$ cat config.mk
export PLATFORM = sky130hd
export DESIGN_NAME = ulb_top
export DESIGN_NICKNAME = d
export VERILOG_FILES = /design/src/hw/ulb_pkg.sv /design/src/hw/ulb_brk_if.sv /design/src/hw/ulb_break_gen.sv /design/src/hw/ulb_top.sv
export SDC_FILE = /design/constraint.sdc
export NUM_CORES = 1
export LEC_CHECK = 0
export ABC_AREA = 1
export CAP_MARGIN = 20
export CORE_MARGIN = 5
export CORE_UTILIZATION = 50
export CTS_BUF_LIST = sky130_fd_sc_hd__clkbuf_4 sky130_fd_sc_hd__clkbuf_8
export CTS_CLUSTER_SIZE = 28
export DETAILED_ROUTE_END_ITERATION = 10
export DONT_BUFFER_PORTS = 1
export GPL_TIMING_DRIVEN = 0
export PLACE_DENSITY = 0.77
export SYNTH_ARGS = -nofsm -noshare
export SYNTH_HDL_FRONTEND = slang
export SYNTH_HIERARCHICAL = 1
export SYNTH_SLANG_ARGS = --single-unit
$ cat constraint.sdc
create_clock -name MCLK -period 1.7 [get_ports MCLK]
set_input_delay 0.085 -clock MCLK [delete_from_list [all_inputs] [get_ports MCLK]]
set_output_delay 0.085 -clock MCLK [all_outputs]
set_load 0.05 [all_outputs]
$ cat src/hw/ulb_pkg.sv
// What this block does
// - On an unaffected part the receive-timeout raw flag is set on every timeout whatever the mask bit says.
// - On the affected revision the raw flag is set on a timeout only while the mask bit is set.
// - As a LIN master the sync break lasts 13, 14, 15 or 16 bit times for break-length codes 0 to 3.
// - On the affected revision each sync break is one bit time shorter, 12 to 15 bit times for codes 0 to 3.
// - On the affected revision burst DMA requests are withheld while LIN or infrared mode is on.
package ulb_pkg;

	// ************************************************************
	// Widths, break base lengths and reset values
	// ************************************************************
	localparam int BRK_CNT_W = 5;
	localparam int DIV_W = 16;
	localparam logic [BRK_CNT_W-1:0] BRK_BASE_SPEC = 5'h0d;
	localparam logic [BRK_CNT_W-1:0] BRK_BASE_REV = 5'h0c;
	localparam logic RST_RAW_FLAG = 1'h0;
	localparam logic RST_TXD = 1'h1;
	localparam logic [BRK_CNT_W-1:0] RST_BRK_CNT = 5'h00;
	localparam logic [DIV_W-1:0] RST_DIV_CNT = 16'h0000;

	// ************************************************************
	// Break generator states
	// ************************************************************
	typedef enum logic [2:0] {
		BRK_IDLE = 3'b001,
		BRK_LOW = 3'b010,
		BRK_DONE = 3'b100
	} ulb_brk_e;

endpackage : ulb_pkg

$ cat src/hw/ulb_brk_if.sv
`timescale 1ns/1ps
interface ulb_brk_if;
	import ulb_pkg::*;
	logic start;
	logic [BRK_CNT_W-1:0] len_bits;
	logic line_low;
	logic busy;
	logic done;
	modport ctl (output start, output len_bits,
		input line_low, input busy, input done);
	modport gen (input start, input len_bits,
		output line_low, output busy, output done);
endinterface : ulb_brk_if

$ cat src/hw/ulb_break_gen.sv
`timescale 1ns/1ps
module ulb_break_gen
	import ulb_pkg::*;
#(
	parameter int BAUD_DIV = 16
) (
	input wire logic clk,
	input wire logic rst_n,
	ulb_brk_if.gen brk
);

	if (BAUD_DIV < 1 || BAUD_DIV > 65535) begin : g_div_check
		$error("BAUD_DIV out of range");
	end

	localparam logic [DIV_W-1:0] DIV_M1 = DIV_W'(BAUD_DIV - 1);

	typedef struct packed {
		ulb_brk_e st;
		logic [BRK_CNT_W-1:0] bit_cnt;
		logic [DIV_W-1:0] div_cnt;
		logic low;
	} ulb_brk_s;

	ulb_brk_s s_q;
	ulb_brk_s s_d;

	// ************************************************************
	// Break sequencer
	// ************************************************************
	always_comb begin
		s_d = s_q;
		unique case (s_q.st)
			BRK_IDLE: begin
				if (brk.start) begin
					s_d.bit_cnt = brk.len_bits - 5'h01;
					s_d.div_cnt = DIV_M1;
					s_d.low = 1'b1;
					s_d.st = BRK_LOW;
				end
			end
			BRK_LOW: begin
				if (s_q.div_cnt == '0) begin
					if (s_q.bit_cnt == '0) begin
						s_d.low = 1'b0;
						s_d.st = BRK_DONE;
					end else begin
						s_d.bit_cnt = s_q.bit_cnt - 5'h01;
						s_d.div_cnt = DIV_M1;
					end
				end else begin
					s_d.div_cnt = s_q.div_cnt - 16'h0001;
				end
			end
			BRK_DONE: begin
				s_d.st = BRK_IDLE;
			end
			default: begin
				s_d.st = BRK_IDLE;
				s_d.low = 1'b0;
			end
		endcase
	end

	always_ff @(posedge clk or negedge rst_n) begin
		if (!rst_n) begin
			s_q <= '{BRK_IDLE, RST_BRK_CNT, RST_DIV_CNT, 1'b0};
		end else begin
			s_q <= s_d;
		end
	end

	assign brk.line_low = s_q.low;
	assign brk.busy = (s_q.st != BRK_IDLE);
	assign brk.done = (s_q.st == BRK_DONE);

	// ************************************************************
	// Checks
	// ************************************************************
	int low_cnt;
	int exp_cnt;
	always_ff @(posedge clk or negedge rst_n) begin
		if (!rst_n) begin
			low_cnt <= 0;
			exp_cnt <= 0;
		end else if (brk.start && s_q.st == BRK_IDLE) begin
			low_cnt <= 0;
			exp_cnt <= int'(brk.len_bits) * BAUD_DIV;
		end else if (s_q.low) begin
			low_cnt <= low_cnt + 1;
		end
	end
endmodule : ulb_break_gen

$ cat src/hw/ulb_top.sv
`timescale 1ns/1ps
module ulb_top
	import ulb_pkg::*;
#(
	parameter int BAUD_DIV = 16
) (
	input wire logic MCLK,
	input wire logic RESETN,
	input wire logic REV_AFFECTED,
	input wire logic RX_TIMEOUT_EVT,
	input wire logic RX_TIMEOUT_MASK_BIT,
	input wire logic RX_TIMEOUT_CLR,
	output logic RX_TIMEOUT_RAW_FLAG,
	output logic RX_TIMEOUT_IRQ,
	input wire logic LIN_MASTER_EN,
	input wire logic INFRARED_SERIAL_MODE,
	input wire logic [1:0] BREAK_LENGTH_FIELD,
	input wire logic BREAK_START,
	output logic TXD,
	output logic BREAK_BUSY,
	output logic BREAK_DONE,
	input wire logic RX_DATA_AVAIL,
	input wire logic RX_BURST_AVAIL,
	input wire logic TX_SPACE_AVAIL,
	input wire logic TX_BURST_SPACE,
	output logic DMA_RX_SREQ,
	output logic DMA_RX_BREQ,
	output logic DMA_TX_SREQ,
	output logic DMA_TX_BREQ
);

	typedef struct packed {
		logic raw;
		logic irq;
		logic txd;
		logic busy;
		logic done;
		logic rx_sreq;
		logic rx_breq;
		logic tx_sreq;
		logic tx_breq;
	} ulb_top_s;

	ulb_top_s s_q;
	ulb_top_s s_d;
	ulb_brk_if brk ();

	logic to_allowed;
	logic to_set;
	logic burst_block;

	// ************************************************************
	// Break generator
	// ************************************************************
	ulb_break_gen #(
		.BAUD_DIV(BAUD_DIV)
	) u_brk (
		.clk(MCLK),
		.rst_n(RESETN),
		.brk(brk)
	);

	assign brk.len_bits = (REV_AFFECTED ? BRK_BASE_REV : BRK_BASE_SPEC)
		+ {3'h0, BREAK_LENGTH_FIELD};
	assign brk.start = BREAK_START && LIN_MASTER_EN && !brk.busy;

	// ************************************************************
	// Timeout flag and request logic
	// ************************************************************
	// Unaffected part ignores mask
	assign to_allowed = !REV_AFFECTED || RX_TIMEOUT_MASK_BIT;
	assign to_set = RX_TIMEOUT_EVT && to_allowed;
	// Burst withheld in LIN or infrared on the affected revision
	assign burst_block = REV_AFFECTED
		&& (LIN_MASTER_EN || INFRARED_SERIAL_MODE);

	always_comb begin
		s_d = s_q;
		// Set wins over a clear in the same cycle
		if (to_set) begin
			s_d.raw = 1'b1;
		end else if (RX_TIMEOUT_CLR) begin
			s_d.raw = 1'b0;
		end
		s_d.irq = s_d.raw && RX_TIMEOUT_MASK_BIT;
		s_d.txd = !brk.line_low;
		s_d.busy = brk.busy;
		s_d.done = brk.done;
		s_d.rx_sreq = RX_DATA_AVAIL;
		s_d.rx_breq = RX_BURST_AVAIL && !burst_block;
		s_d.tx_sreq = TX_SPACE_AVAIL;
		s_d.tx_breq = TX_BURST_SPACE && !burst_block;
	end

	always_ff @(posedge MCLK or negedge RESETN) begin
		if (!RESETN) begin
			s_q <= '{RST_RAW_FLAG, 1'b0, RST_TXD, 1'b0, 1'b0,
				1'b0, 1'b0, 1'b0, 1'b0};
		end else begin
			s_q <= s_d;
		end
	end

	assign RX_TIMEOUT_RAW_FLAG = s_q.raw;
	assign RX_TIMEOUT_IRQ = s_q.irq;
	assign TXD = s_q.txd;
	assign BREAK_BUSY = s_q.busy;
	assign BREAK_DONE = s_q.done;
	assign DMA_RX_SREQ = s_q.rx_sreq;
	assign DMA_RX_BREQ = s_q.rx_breq;
	assign DMA_TX_SREQ = s_q.tx_sreq;
	assign DMA_TX_BREQ = s_q.tx_breq;

	// ************************************************************
	// Break line monitor
	// ************************************************************
	localparam int LEN_SPEC = int'(BRK_BASE_SPEC);
	localparam int LEN_REV = int'(BRK_BASE_REV);

	int txd_low_cnt;
	int txd_exp_cnt;

	always_ff @(posedge MCLK or negedge RESETN) begin
		if (!RESETN) begin
			txd_low_cnt <= 0;
			txd_exp_cnt <= 0;
		end else if (brk.start) begin
			txd_low_cnt <= 0;
			txd_exp_cnt <= BAUD_DIV * (int'(BREAK_LENGTH_FIELD)
				+ (REV_AFFECTED ? LEN_REV : LEN_SPEC));
		end else if (!TXD) begin
			txd_low_cnt <= txd_low_cnt + 1;
		end
	end
endmodule : ulb_top

== Word-level counts from Yosys, hierarchy flattened ==
Cells that the tools add are included.

* Bitwise logic cells: 1
* Muxes and demuxes: 13
* Add/sub/neg operators: 4
* Equality and inequality tests: 9
* Reductions and logical operators: 20

{| class="wikitable"
|+ Operator list
! cell !! count
|-
| case mux 21 bit (2 select lines) || 1
|-
| two-way mux 25 bit || 1
|-
| two-way mux 21 bit || 1
|-
| logical NOT 16 bit || 1
|-
| two-way mux 16 bit || 1
|-
| subtractor 16 x 1 -> 16 bit (second input constant) || 1
|-
| subtractor 5 x 1 -> 5 bit (second input constant) || 2
|-
| two-way mux 8 bit || 1
|-
| AND reduction 4 bit || 2
|-
| logical AND 1 bit || 7
|-
| case mux 3 bit (2 select lines) || 1
|-
| AND reduction 3 bit || 2
|-
| adder 4 x 2 -> 5 bit || 1
|-
| logical NOT 5 bit || 1
|-
| two-way mux 1 bit || 5
|-
| logical NOT 1 bit || 4
|-
| inequality test 2 x 1 -> 1 bit (second input constant) || 2
|-
| inequality test 2 bit (second input constant) || 2
|-
| == test 3 x 1 -> 1 bit (second input constant) || 1
|-
| == test 3 x 2 -> 1 bit (second input constant) || 1
|-
| == test 3 bit (second input constant) || 1
|-
| two-way mux 3 bit || 1
|-
| inequality test 3 x 1 -> 1 bit (second input constant) || 1
|-
| inequality test 3 bit (second input constant) || 1
|-
| 4 further kinds || 5
|}

* Output and inout port bits: 9
* Flip-flop bits (word level): 34
* Word-level logic and storage cells: 60

== Logic depth before layout (Yosys ltp) ==
* Depth after elaboration: 5
* Mapped depth: 13
* Depth with buffers taken out: 13

== Cells and area by module ==
Netlist, hierarchy kept.

{| class="wikitable"
|+ Modules (own cells, without submodules)
! module !! times used !! area an instance (sq um) !! cells each
|-
| ulb_break_gen || 1 || 1715.4 || 249
|-
| ulb_top || 1 || 320.3 || 29
|}

== Worst setup path after synthesis ==
OpenSTA, ideal clock, no wires.

* Kind: reg-to-reg
* From: register u_brk/s_q[22] (netlist bit)
* To: register u_brk/s_q[11] (netlist bit)
* Arrival time: 1.544 ns
* Period minus slack after synthesis: 1.675 ns
* Path slack: 0.025 ns
* Cell stages (with the launch flop): 13
* Required time: 1.568 ns
* Buffers on the path: 1
* Cells stage by stage: dfstp_2 > inv_1 > nor3_4 > inv_2 > nor2_1 > inv_1 > nand2_2 > nand2_2 > inv_2 > nand2_4 > buf_6 > nand2_1 > o21ai_2

* Word-level cells in the longest chain between the ends: 5
* Elaborated cells between the ends (all ways): 10

{| class="wikitable"
|+ Ends and longest elaborated chain
! what !! RTL line !! source
|-
| start, declared || ulb_break_gen.sv:25 || <nowiki>ulb_brk_s s_q;</nowiki>
|-
| start signal, assigned || ulb_break_gen.sv:67 || <nowiki>s_q <= '{BRK_IDLE, RST_BRK_CNT, RST_DIV_CNT, 1'b0};</nowiki>
|-
| inequality test 3 x 1 -> 1 bit || ulb_break_gen.sv:74 || <nowiki>assign brk.busy = (s_q.st != BRK_IDLE);</nowiki>
|-
| via brk.busy || ulb_brk_if.sv:7 || <nowiki>logic busy;</nowiki>
|-
| logical NOT 1 bit || ulb_top.sv:65 || <nowiki>assign brk.start = BREAK_START && LIN_MASTER_EN && !brk.busy;</nowiki>
|-
| logical AND 1 bit || ulb_top.sv:65 ||
|-
| via brk.start || ulb_brk_if.sv:4 || <nowiki>logic start;</nowiki>
|-
| inequality test 2 bit (no line) || - ||
|-
| AND reduction 3 bit (no line) || - ||
|}

The timed path passes the listed nets, and every way through them passes these cells.
A chain may end at the register's enable or synchronous reset.

== Worst setup path in the final report ==
* From: register u_brk/s_q[22] (netlist bit)
* To: register u_brk/s_q[21] (netlist bit)

* Word-level cells in the longest chain between the ends: 5
* Elaborated cells between the ends (all ways): 11

{| class="wikitable"
|+ Ends and longest elaborated chain
! what !! RTL line
|-
| inequality test 3 x 1 -> 1 bit || ulb_break_gen.sv:74
|-
| logical NOT 1 bit || ulb_top.sv:65
|-
| logical AND 1 bit || ulb_top.sv:65
|-
| inequality test 2 bit (no line) || -
|-
| AND reduction 4 bit (no line) || -
|}

Several ways; a longest one is shown, not always the timed one.

==> run metrics <==
status=finished with violations; failing checks=negative setup slack; synth warn=6; row count=23; main area contributors after synthesis=dfrtp_1, nand2_1, nand3_1; CTS HTree Levels=2; worst reg2reg setup slack=-6 ps; Yosys top cell by area=dfrtp_1; layout cells sized above 1=0.301; FMAX=0.586 GHz; 1st-iter DRT viols=112; max-cap violations=0; class of the worst hold path=primary input to register; initial antenna violation count=0; Synth Cell Area=approximately 2000 um^2; most common cell after layout, fill and taps aside=nand2_1; I/O Buffers=0; crit path time final=1710 ps; setup slack after layout=-6.16 ps; Unique masters post-synth=31; GPL Wtd Cong=0.906; Storage cell area=853 um^2; Routed Antenna Nets=0; First-pass DRT Iterations=4; FILL cells=slightly below 300; Util after Layout=0.675; nets=roughly 340; worst path arrival time=a little under 2000 ps; vias in the first global route=1900; crit-path max FO=4; period utilisation layout=1.00; io pins=24; largest net degree at the start of global routing=35; syn nets=297; cell area after layout=around 2700 um^2; Via density=5.31; Starting Density=0.513; Critical Path Start Type=register; Leak=0.00138 uW; placed inst area=2100 um^2; sequential-to-total area share from yosys stat=0.419; multi-input logic area=1110 um^2; Hold Path End=DMA_RX_BREQ; Std-Cell Core Area=3970 um^2; Mapped Cells=278; Post-Syn Area per Cell=7.32 um^2; worst-margin pin slew=611 ps; GRT Total Usage=0.206; FF-to-FF path depth=13; most frequent cells in the layout=nand2_1, dfrtp_1, inv_1; worst hold path depth=3; max FFs per register=24; Clock Pin Slew Worst Setup and Hold Paths=70 ps; max-slew violations=0; Antenna diodes=0; Seq cells post-synth=34; setup repair after global routing missed its margin=yes; Die Ht=73.8 um; Worst setup EP type=register; required time of the critical path=~1900 ps; clk sinks=34; post-DP HPWL=3.19 mm; relative slew slack=0.593; CTS tree=done; Clock Path Buffers=2; CTS buffer count=5; die width=73.8 um; clock latency on the worst-skew pair=290 ps; drt wl/cell=14.4 um; GRT overflow=0; DRC=0; setup violators final=1; total routed wirelength=5.31 mm; Layout area overhead=31.8%; worst r2r src=u_brk/s_q[22]; Top reg by flops=u_brk/s_q; hold wc startpoint=LIN_MASTER_EN; Final Hold Fails=0; Via Count=1958; critical path type=register to register; Max VDD drop=0.000623 V; clock skew=~2.9 ps; Setup Slack @ Placement=-151 ps; first-pass GRT wire length=8.51 mm; worst hold slack=24.4 ps; clk root buf=clkbuf_8; pwr dens=1600 nW/um^2; worst reg2reg path endpoint=u_brk/s_q[21]; full die area=about 5400 um^2; Synth top area share=0.393
## worst max-delay path, cell delays in order, from the launching register on
cell	delay [ps]
dfstp_2	550
buf_6	110
nor2_4	50
nand2_4	90
buf_6	120
nand2_2	60
nand2_2	100
ha_4	150
nand3_2	60
nor2_1	110
nand2_1	50
nand2_1	70
nand2_1	60
nand2_1	70
## worst max path at each step
stage	from	end
6_report	u_brk/s_q[22]	u_brk/s_q[21]
5_1_grt	u_brk/s_q[22]	u_brk/s_q[21]
3_3_place_gp	u_brk/s_q[22]	u_brk/s_q[11]
4_1_cts	u_brk/s_q[22]	u_brk/s_q[4]
2_1_floorplan	u_brk/s_q[22]	u_brk/s_q[11]
3_5_place_dp	u_brk/s_q[22]	u_brk/s_q[13]
## layer usage
metal / GRT usage / vias to the layer above / share of wire
met4: 0.0885 / 0 / 0.025
met3: 0.0465 / 15 / 0.055
met1: 0.236 / 915 / 0.40
met5: 0 / - / 0
met2: 0.363 / 73 / 0.52
li1: - / 955 / -
## synthesized netlist by cell type, drive strengths merged
master and count:
a21oi 2, and3 1, buf 4, clkbuf 1, dfrtp 32, dfstp 2, ha 4, inv 38
nand2 95, nand3 28, nand3b 1, nand4 6, nor2 37, nor3 2, nor4 1, o21ai 16
or2 6, xnor2 1, xor2 1
## power breakdown
group | switching [uW] | internal, uW | total [uW] | leakage [uW]
registers | 258 | 1010 | 1270 | 0.000432
clock network | 310 | 625 | 935 | 0.0000714
logic | 1160 | 927 | 2090 | 0.000875
total | 1730 | 2560 | 4290 | 0.00138
## metrics by stage
step           std cells  power (uW)  TNS (ps)
2_1_floorplan        278        2300         0
3_3_place_gp         328        2510      -849
3_5_place_dp         328        2560     -1260
4_1_cts              363        3920         0
5_1_grt              369        4530      -606
6_report             369        4290     -6.16
## cells by family after synthesis
logic type / count (synthesis) / synth area share
flops: 34 / 0.419
buf+inv: 43 / 0.0891
simple gates: 177 / 0.401
xor+xnor: 2 / 0.00861
compound gates: 18 / 0.0572
fa+ha+maj: 4 / 0.0246
## layout make-up
class,count,area share
inverters,38,0.0541
clock inverters,2,0.0224
clock buffers,6,0.0308
multi-input cells,201,0.416
flip-flops and latches,34,0.318
plain buffers,5,0.0173
well taps,50,0.0233
repair buffers,33,0.118
## what timing repair did
| item | 4_1_cts | 5_1_grt |
|---|---|---|
| hold endpoints to repair | 40 | 0 |
| buffers inserted | 16 | 7 |
| setup endpoints to repair | 21 | 22 |
| gates resized for setup | 9 | 37 |
| cloned | 1 | 0 |
| hold buffers | 10 | 0 |
| pin swaps | 5 | 16 |
(Power assumes the default switching activity.)
